<file path="src/csd_pkg.sv">
`default_nettype none
package csd_pkg;

    localparam int NUM_SOCKETS_DEF = 2;
    localparam int SYNC_STAGES     = 2;

    // Battery condition, one-hot
    typedef enum logic [2:0] {
        BATT_GOOD = 3'b001,
        BATT_WEAK = 3'b010,
        BATT_DEAD = 3'b100
    } csd_batt_t;

    localparam csd_batt_t BATT_RESET = BATT_GOOD;

    // Raw card status pins of one socket
    typedef struct packed {
        logic battery_sense_first;
        logic battery_sense_second;
        logic card_detect_first;
        logic card_detect_second;
    } csd_pins_t;

    localparam csd_pins_t PINS_RESET = 4'hf;

    // Per-socket configuration
    typedef struct packed {
        logic io_mode;
        logic dma_mode;
        logic batt_evt_en;
        logic detect_evt_en;
    } csd_cfg_t;

    // Per-socket decoded status
    typedef struct packed {
        csd_batt_t  batt_state;
        logic [1:0] card_detect;
        logic       inserted;
        logic       card_status_change_in;
        logic       ring_detect_in;
        logic       dma_req;
        logic       batt_evt;
        logic       detect_evt;
    } csd_status_t;

    localparam csd_status_t STATUS_RESET = {BATT_RESET, 2'h3, 1'b0, 1'b0, 1'b0,
                                            1'b0, 1'b0, 1'b0};

endpackage
`default_nettype wire

</file>
<file path="src/csd_top.sv">
// Functional notes
// A battery-backed memory card drives both battery-sense lines with battery state.
// Both battery-sense inputs high reports battery good.
// Second low with first high reports battery weak, needs replacing.
// First battery-sense input low reports battery dead, contents lost.
// Battery condition readable as status; change event gated by software enable.
// In I/O mode the first battery-sense pin is the status-change input.
// First battery-sense pin serves as ring-detect for modem cards.
// Second battery-sense pin is binary audio only in 16-bit I/O mode.
// Audio of both sockets merged onto one speaker output pin.
// In DMA mode card asserts second battery-sense line as DMA request.
// Card grounds both card-detect lines internally, pulling them low.
// Low card-detect levels mean insertion; both lines readable as status.
// Two independent sockets, each with a full set of status inputs.
// Socket audio inputs combined by exclusive-OR before the speaker output.
// Every card status input passes two flip-flops before decode or compare.
`timescale 1ns/1ps
`default_nettype none
module csd_top #(
    parameter int NUM_SOCKETS = csd_pkg::NUM_SOCKETS_DEF
) (
    input  wire logic                                 clock,
    input  wire logic                                 resetn,
    input  wire csd_pkg::csd_pins_t [NUM_SOCKETS-1:0] pins,
    input  wire csd_pkg::csd_cfg_t  [NUM_SOCKETS-1:0] cfg,
    output var  csd_pkg::csd_status_t [NUM_SOCKETS-1:0] status,
    output var  logic                                 merged_audio_out
);
    import csd_pkg::*;

    logic [NUM_SOCKETS-1:0] audio_bits;
    logic [NUM_SOCKETS-1:0] audio_raw;
    logic [NUM_SOCKETS-1:0] io_mode_vec;

    genvar i;
    generate
        for (i = 0; i < NUM_SOCKETS; i++) begin : g_sock
            csd_pins_t  sync1_r;
            csd_pins_t  sync2_r;
            csd_batt_t  batt_nxt;
            logic       inserted_nxt;
            csd_batt_t  batt_r;
            logic       batt_evt_r;
            logic       status_chg_r;
            logic       ring_r;
            logic       dma_req_r;
            logic [1:0] detect_r;
            logic       inserted_r;
            logic       detect_evt_r;

            // Two-stage synchroniser; stage one feeds only stage two
            always_ff @(posedge clock) begin
                if (!resetn) begin
                    sync1_r <= PINS_RESET;
                    sync2_r <= PINS_RESET;
                end else begin
                    sync1_r <= pins[i];
                    sync2_r <= sync1_r;
                end
            end

            always_comb begin
                case ({sync2_r.battery_sense_first, sync2_r.battery_sense_second})
                    2'h3:    batt_nxt = BATT_GOOD;
                    2'h2:    batt_nxt = BATT_WEAK;
                    default: batt_nxt = BATT_DEAD;
                endcase
            end

            assign inserted_nxt = !sync2_r.card_detect_first &&
                                  !sync2_r.card_detect_second;

            // Battery decode and change event
            always_ff @(posedge clock) begin
                if (!resetn) begin
                    batt_r     <= BATT_RESET;
                    batt_evt_r <= 1'b0;
                end else begin
                    batt_r     <= batt_nxt;
                    batt_evt_r <= cfg[i].batt_evt_en && !cfg[i].io_mode &&
                                  (batt_nxt != batt_r);
                end
            end

            // I/O card reuse of the battery-sense pins
            always_ff @(posedge clock) begin
                if (!resetn) begin
                    status_chg_r <= 1'b0;
                    ring_r       <= 1'b0;
                    dma_req_r    <= 1'b0;
                end else begin
                    status_chg_r <= cfg[i].io_mode && !sync2_r.battery_sense_first;
                    ring_r       <= cfg[i].io_mode && !sync2_r.battery_sense_first;
                    dma_req_r    <= cfg[i].dma_mode && sync2_r.battery_sense_second;
                end
            end

            // Card detect status; the event fires on insertion and on removal
            always_ff @(posedge clock) begin
                if (!resetn) begin
                    detect_r     <= 2'h3;
                    inserted_r   <= 1'b0;
                    detect_evt_r <= 1'b0;
                end else begin
                    detect_r     <= {sync2_r.card_detect_second,
                                     sync2_r.card_detect_first};
                    inserted_r   <= inserted_nxt;
                    detect_evt_r <= cfg[i].detect_evt_en && (inserted_nxt != inserted_r);
                end
            end

            assign status[i] = '{batt_state:            batt_r,
                                 card_detect:           detect_r,
                                 inserted:              inserted_r,
                                 card_status_change_in: status_chg_r,
                                 ring_detect_in:        ring_r,
                                 dma_req:               dma_req_r,
                                 batt_evt:              batt_evt_r,
                                 detect_evt:            detect_evt_r};

            // Audio only counts in I/O mode
            assign audio_bits[i]  = cfg[i].io_mode && sync2_r.battery_sense_second;
            assign audio_raw[i]   = pins[i].battery_sense_second;
            assign io_mode_vec[i] = cfg[i].io_mode;

        end
    endgenerate

    always_ff @(posedge clock) begin
        if (!resetn) begin
            merged_audio_out <= 1'b0;
        end else begin
            merged_audio_out <= ^audio_bits;
        end
    end
endmodule
`default_nettype wire

</file>
<file path="config.mk">
export PLATFORM = sky130hd
export DESIGN_NAME = csd_top
export DESIGN_NICKNAME = d
export VERILOG_FILES = /design/src/csd_pkg.sv /design/src/csd_top.sv
export SDC_FILE = /design/constraint.sdc
export NUM_CORES = 1
export LEC_CHECK = 0
export ABC_CLOCK_PERIOD_IN_PS = 900
export BUFFER_PORTS_ARGS = -buffer_cell sky130_fd_sc_hd__buf_2
export CORE_MARGIN = 2
export CORE_UTILIZATION = 43
export CTS_BUF_LIST = sky130_fd_sc_hd__clkbuf_4 sky130_fd_sc_hd__clkbuf_8 sky130_fd_sc_hd__clkbuf_16
export CTS_CLUSTER_DIAMETER = 60
export DETAILED_ROUTE_END_ITERATION = 16
export PLACE_DENSITY = 0.73
export REMOVE_ABC_BUFFERS = 1
export SKIP_CTS_REPAIR_TIMING = 1
export SLEW_MARGIN = 10
export SYNTH_ARGS = -nofsm -noshare
export SYNTH_HDL_FRONTEND = slang
export SYNTH_SLANG_ARGS = --single-unit
</file>
<file path="constraint.sdc">
create_clock -name clock -period 0.9 [get_ports clock]
set_input_delay 0.09 -clock clock [delete_from_list [all_inputs] [get_ports clock]]
set_output_delay 0.09 -clock clock [all_outputs]
set_load 0.05 [all_outputs]
</file>
# Yosys cells after proc, flatten, opt, wreduce, memory -nomap -nowiden
# Cells that the tools add are included.
# word_totals
elab_cells,64
register_bits,37
in_bits,18
out_inout_bits,23
# classes
n_mux,2
n_reduce_logical,23
n_eq_ne,8
# op_table
op,count
$logic_and A1 B1 Y1,14
$pmux W3 S2,2
$eq A2 B2 Y1 const B,4
$logic_not A1 Y1,8
$ne A3 B3 Y1,2
$ne A1 B1 Y1,2
$reduce_xor A2 Y1,1

# Longest topological paths before layout
# Gate-level depths: netlist of run 1.
# depth
depth_word,4
ltp_mapped,3
mapped_depth_nobuf,3

# Worst setup path before layout of run 1
# Ideal clock, no wire load.
# synth_path
path_kind,register to register
startpoint,register g_sock[0].batt_r[2]
endpoint,register g_sock[0].batt_evt_r
setup_slack_ns,-0.230
path_stages_with_launch,4
t_arrival_ns,1.001
setup_ns,0.129
n_path_buf,0
required_time_ns,0.771
cell_sequence,dfxtp_1 -> inv_1 -> o41ai_1 -> a31oi_1
# synth_between
elab_chain_cells,2
# synth_lines
item,line,text
from (decl),csd_top.sv:42,csd_batt_t batt_r;
from (signal assigned),csd_top.sv:79,batt_r <= batt_nxt;
$ne A3 B3 Y1,csd_top.sv:81,(batt_nxt != batt_r);
$logic_and A1 B1 Y1,csd_top.sv:80,batt_evt_r <= cfg[i].batt_evt_en && !cfg[i].io_mode &&
to (signal assigned),csd_top.sv:80,
to (decl),csd_top.sv:43,logic batt_evt_r;
# No other way between the ends.
# A chain may end at the register's enable or synchronous reset.

# Final worst setup path of run 1
# layout_path
startpoint,register g_sock[0].batt_r[1]
endpoint,output status[9] (netlist name)
# layout_lines
item,line,text
to (decl),csd_top.sv:26,"output var csd_pkg::csd_status_t [NUM_SOCKETS-1:0] status,"
# No word-level cell between the ends.

==> run_results.csv, run 1 <==
group,metric,value,unit
yosys,synth.distinct_cells,17,
yosys,synth_top_cell_area_share,0.619,
sta,fin_setup_tns,-0.607,ns
place,dp.cells,172,
setup_path,cp-end-kind,"output pin",
die,rows,19,
routing,wire_per_inst,12.9,um
routing,drc,0,
global_route,antenna_found_initial,0,
die,dieHeight,56.8,um
final_layout,layout_commonest_cell,"nand2b_1",
run_status,status,"complete, but fails checks",
setup_path,slowest_stage,"dfxtp_4",
cts,cts_buffers,5,
cts,clk_latency,0.33,ns
routing,first_pass_iters,4,
place,dpl_cell_area,0.00136,sq mm
cts,root_buffer,"clkbuf_4",
die,fp.coreArea,0.00271,sq mm
routing,dr_total_vias,910,
die,start_util,0.442,
sta,hold_ws,0.0387,ns
cts,ctsHtreeMaxLevel,2,
routing,avgViaCountPerCell,4.69,
yosys,yosysWarningCount,0,
yosys,synth_area_leaders,"dfxtp_1 62%, nand2b_1 11%, buf_4 8.2%",
cts,clk_path_buf_depth,2,
setup_path,cp_data_arrival_time,0.87,ns
final_layout,design_area,0.00181,sq mm
sta,max_slew_margin,0.842,
routing,first_iter_violations,18,
global_route,first_global_vias,769,
place,portBuffers,40,
sta,worst_pin_slew,0.234,ns
setup_path,crit_chain,"buf_8",
sta,rsz0062_at_grt,"true",
cts,clkSlewWorstSetupHoldPaths,0.10,ns
place,dp_hpwl,1.35,mm
yosys,syn_inst,112,
cts,cts_num_sinks,37,
power_and_ir_drop,p_leak,0.819,nW
cts,cts_tree,"done",
sta,fmax,1040,MHz
power_and_ir_drop,powerDensity,1670,mW/mm^2
yosys,synth-seq-cells,37,
global_route,grt_pass1_wl,3.11,mm
final_layout,n_fill_cell,192,
min_path,hold_class,"input port to register",
setup_path,worstPathBufferInverterCount,1,
global_route,grt_max_degree,15,
yosys,seq_area_frac_synth,0.619,
final_layout,finish.utilization,0.668,
run_status,violations,"negative setup slack",
power_and_ir_drop,ir_drop,0.00150,V
sta,period_share,1.06,
setup_path,cpPeakStageDelay,0.39,ns
routing,postRouteAntennaNets,0,
global_route,grt_use_total,0.127,
sta,hold_viol,0,
setup_path,worst-path-max-fanout,4,
final_layout,syn2layout_area_growth,51.1,%
yosys,syn_area,0.00120,sq mm
setup_path,cpLargestDelayFamily,"flip-flops",
run,cap_violations,0,
yosys,synth_area_per_cell,10.7,sq um
die,die_area,0.00322,sq mm
final_layout,final_cells,194,
final_layout,final_cell_mix,"22 x nand2b_1, 20 x dfxtp_2, 17 x buf_2",
sta,drv_slew,0,
final_layout,nets,181,
final_layout,antenna_cells,0,
setup_path,start_kind,"register",
global_route,overflow,0,
sta,skew,0.00712,ns
place,gp_congestion,0.754,
sta,setup_ws,-0.0579,ns
yosys,post-synth-top-area-cell,"dfxtp_1",
sta,period_needed,0.958,ns
final_layout,layout-drive-gt1-share,0.479,
routing,wirelength,2.50,mm
setup_path,crit_required,0.81,ns
die,io_pins,41,
die,die-width,56.8,um
setup_path,crit_type,"register to output pin",
sta,finalSetupViolCount,24,
-- routing by layer --
metal	global-route usage	wire length, um
met2	0.211	1470
met5	0	0
met4	0.0598	27
met1	0.132	861
met3	0.0668	140
-- per-stage QoR --
step	total power, W	setup slack (ns)
floorplan	0.00193	-0.230
global placement	0.00203	0.0544
detailed placement	0.00204	0.0277
CTS	0.00292	-0.216
global route	0.00315	-0.106
finish	0.00301	-0.0579
-- flip-flops by register name (all words and copies together) (netlist names) --
signal               cells
g_sock.detect_evt_r      2
g_sock.sync1_r           8
g_sock.batt_r            6
g_sock.detect_r          4
g_sock.sync2_r           8
merged_audio_out         1
g_sock.ring_r            2
g_sock.inserted_r        2
g_sock.batt_evt_r        2
g_sock.dma_req_r         2
-- cell families (layout without fill, tap and decap cells) --
| logic type | Yosys count | in the layout | synth area share |
|---|---|---|---|
| flip-flops | 37 | 37 | 0.619 |
| AO/OA/AOI/OAI | 6 | 6 | 0.0355 |
| buffers and inverters | 17 | 68 | 0.0961 |
| XOR/XNOR | 3 | 3 | 0.0219 |
| AND/OR/NAND/NOR | 49 | 49 | 0.228 |
-- report_power, final --
part,leakage [nW],internal (W),switching [W],total (W)
logic,0.476,0.000193,0.000189,0.000382
registers,0.309,0.00170,0.0000393,0.00174
clock network,0.0348,0.000399,0.000498,0.000897
-- cells in the mapped netlist --
master and count:
nand2_1 10, inv_1 2, dfxtp_1 37, clkbuf_2 1, buf_2 1, nor2b_1 1, nand2b_1 22, and2_1 3
a31oi_1 2, xor2_1 3, o41ai_1 2, and2b_1 1, nor2_1 6, buf_4 13, and3_1 4, o22ai_1 2
and3b_1 2
-- final timing paths --
check	start	endpoint	slack, ns	cells past startpoint
worst max-delay path	g_sock[0].batt_r[1]	status[9]	-0.06	1
worst min register to register	g_sock[0].sync1_r[1]	g_sock[0].sync2_r[1]	0.42	1
worst max register to register	g_sock[1].batt_r[1]	g_sock[1].batt_evt_r	-0.02	4
worst min-delay path	resetn	g_sock[1].batt_r[0]	0.04	2
-- final cells by class --
cell class                 count  area, sq um  share of cell area
tap                           31         38.8              0.0214
sequential                    37          781               0.432
inverter                       2         7.51             0.00415
timing repair buffer          59          567               0.313
multi-input combinational     58          357               0.197
clock buffer                   7         58.8              0.0325
-- worst register-to-register path, stage by stage (launching register included) --
cell	delay, ns
dfxtp_4	0.37
buf_4	0.14
nand2b_1	0.08
o22ai_1	0.06
a31oi_1	0.19
Power figures use the tool's default switching activity.
==> inputs of run 2 (changes only) <==
SKIP_CTS_REPAIR_TIMING = not set   (was 1)
==> run_results.csv, run 2 (synthesized netlist as in run 1, its figures left out) <==
group,metric,value,unit
run,cap_violations,0,
routing,postRouteAntennaNets,0,
final_layout,top_regs,"g_sock.sync1_r (8), g_sock.sync2_r (8), g_sock.batt_r (6)",
power_and_ir_drop,p_leak,0.847,nW
routing,avgViaCountPerCell,4.62,
power_and_ir_drop,p_sw,0.000722,W
setup_path,crit_chain,"buf_8",
cts,clk_latency,0.33,ns
sta,fin_setup_tns,-0.602,ns
routing,dr_total_vias,906,
global_route,grt_use_total,0.169,
setup_path,crit_type,"register to output pin",
global_route,first_global_vias,922,
setup_path,crit_required,0.81,ns
sta,fmax,1040,MHz
die,start_util,0.442,
setup_path,worst-path-max-fanout,4,
routing,first_iter_violations,28,
power_and_ir_drop,comb_power_share,0.131,
setup_path,cpPeakStageDelay,0.39,ns
setup_path,cp_data_arrival_time,0.87,ns
die,die-width,56.8,um
sta,period_share,1.07,
setup_path,start_kind,"register",
die,die_area,0.00322,sq mm
run_status,violations,"negative setup slack",
final_layout,final_cell_mix,"21 x nand2b_1, 18 x dfxtp_2, 17 x buf_8",
place,portBuffers,40,
min_path,hold_class,"input port to register",
global_route,grt_pass1_wl,3.95,mm
power_and_ir_drop,power.total,0.00301,W
power_and_ir_drop,clkPwrFrac,0.294,
sta,period_needed,0.959,ns
power_and_ir_drop,ir_drop,0.00133,V
place,gp_congestion,0.754,
place,dp_hpwl,1.35,mm
setup_path,slowest_stage,"dfxtp_4",
final_layout,nets,183,
cts,cts_num_sinks,37,
cts,cts_buffers,5,
power_and_ir_drop,seq_power_share,0.575,
cts,ctsHtreeMaxLevel,2,
power_and_ir_drop,switching_share,0.240,
power_and_ir_drop,powerDensity,1610,mW/mm^2
sta,drv_slew,0,
die,fp.coreArea,0.00271,sq mm
cts,cts_tree,"done",
die,dieHeight,56.8,um
cts,root_buffer,"clkbuf_4",
sta,setup_ws,-0.0587,ns
global_route,overflow,0,
sta,skew,0.00363,ns
routing,wire_per_inst,13.4,um
die,rows,19,
routing,drc,0,
sta,hold_viol,0,
cts,clk_path_buf_depth,2,
routing,first_pass_iters,4,
final_layout,syn2layout_area_growth,55.9,%
power_and_ir_drop,power.internal,0.00229,W
final_layout,layout-drive-gt1-share,0.503,
setup_path,worstPathBufferInverterCount,1,
sta,hold_ws,0.0434,ns
setup_path,cpLargestDelayFamily,"flip-flops",
final_layout,layout_commonest_cell,"nand2b_1",
die,io_pins,41,
sta,max_slew_margin,0.835,
global_route,antenna_found_initial,0,
routing,wirelength,2.63,mm
setup_path,cp-end-kind,"output pin",
run_status,status,"complete, but fails checks",
global_route,grt_max_degree,15,
sta,worst_pin_slew,0.245,ns
final_layout,antenna_cells,0,
cts,clkSlewWorstSetupHoldPaths,0.10,ns
sta,finalSetupViolCount,24,
sta,rsz0062_at_grt,"true",
[run 2: path summary, 6_finish.rpt]
kind	from	to	slack, ns	cells after the start
worst max register to register	g_sock[1].batt_r[0]	g_sock[1].batt_evt_r	0.01	2
worst min register to register	g_sock[0].sync1_r[1]	g_sock[0].sync2_r[1]	0.42	1
worst max-delay path	g_sock[0].batt_r[1]	status[9]	-0.06	1
worst min-delay path	resetn	g_sock[0].sync1_r[3]	0.04	2
[run 2: metrics by stage]
stage	std cells	util	setup WS, ns	area (sq um)
after detailed placement	172	0.501	0.0277	1360
after global placement	172	0.501	0.0544	1360
final	196	0.689	-0.0587	1870
after global routing	196	0.689	-0.112	1870
after floorplan	97	-	-0.230	1090
after CTS	197	0.670	-0.0717	1820
[run 2: final cells by class]
cell class,instances,area (sq um)
flip-flops and latches,37,786
fillers,200,843
repair buffers,61,607
multi-input cells,58,369
well taps,31,38.8
inverters,2,7.51
clock buffers,7,58.8
[run 2: what timing repair did]
item,in CTS,in global routing
gates resized for setup,83,16
hold endpoints to repair,14,0
buffers inserted,4,0
pin swaps,0,4
setup endpoints to repair,23,29
hold buffers,14,0
[run 2: per-layer routing]
| metal | vias up | global-route usage | wire length [um] |
|---|---|---|---|
| li1 | 449 | - | - |
| met2 | 30 | 0.329 | 1540 |
| met4 | 0 | 0.0598 | 44 |
| met5 | - | 0 | 0 |
| met1 | 421 | 0.148 | 891 |
| met3 | 6 | 0.0783 | 152 |
[run 2: power groups by stage]
stage / combinational (W) / sequential [W] / clock, W
3_5_place_dp: 0.000277 / 0.00176 / 0
2_1_floorplan: 0.0000664 / 0.00186 / 0
3_3_place_gp: 0.000274 / 0.00176 / 0
4_1_cts: 0.000378 / 0.00173 / 0.000913
5_1_grt: 0.000418 / 0.00174 / 0.00100
6_report: 0.000395 / 0.00173 / 0.000885
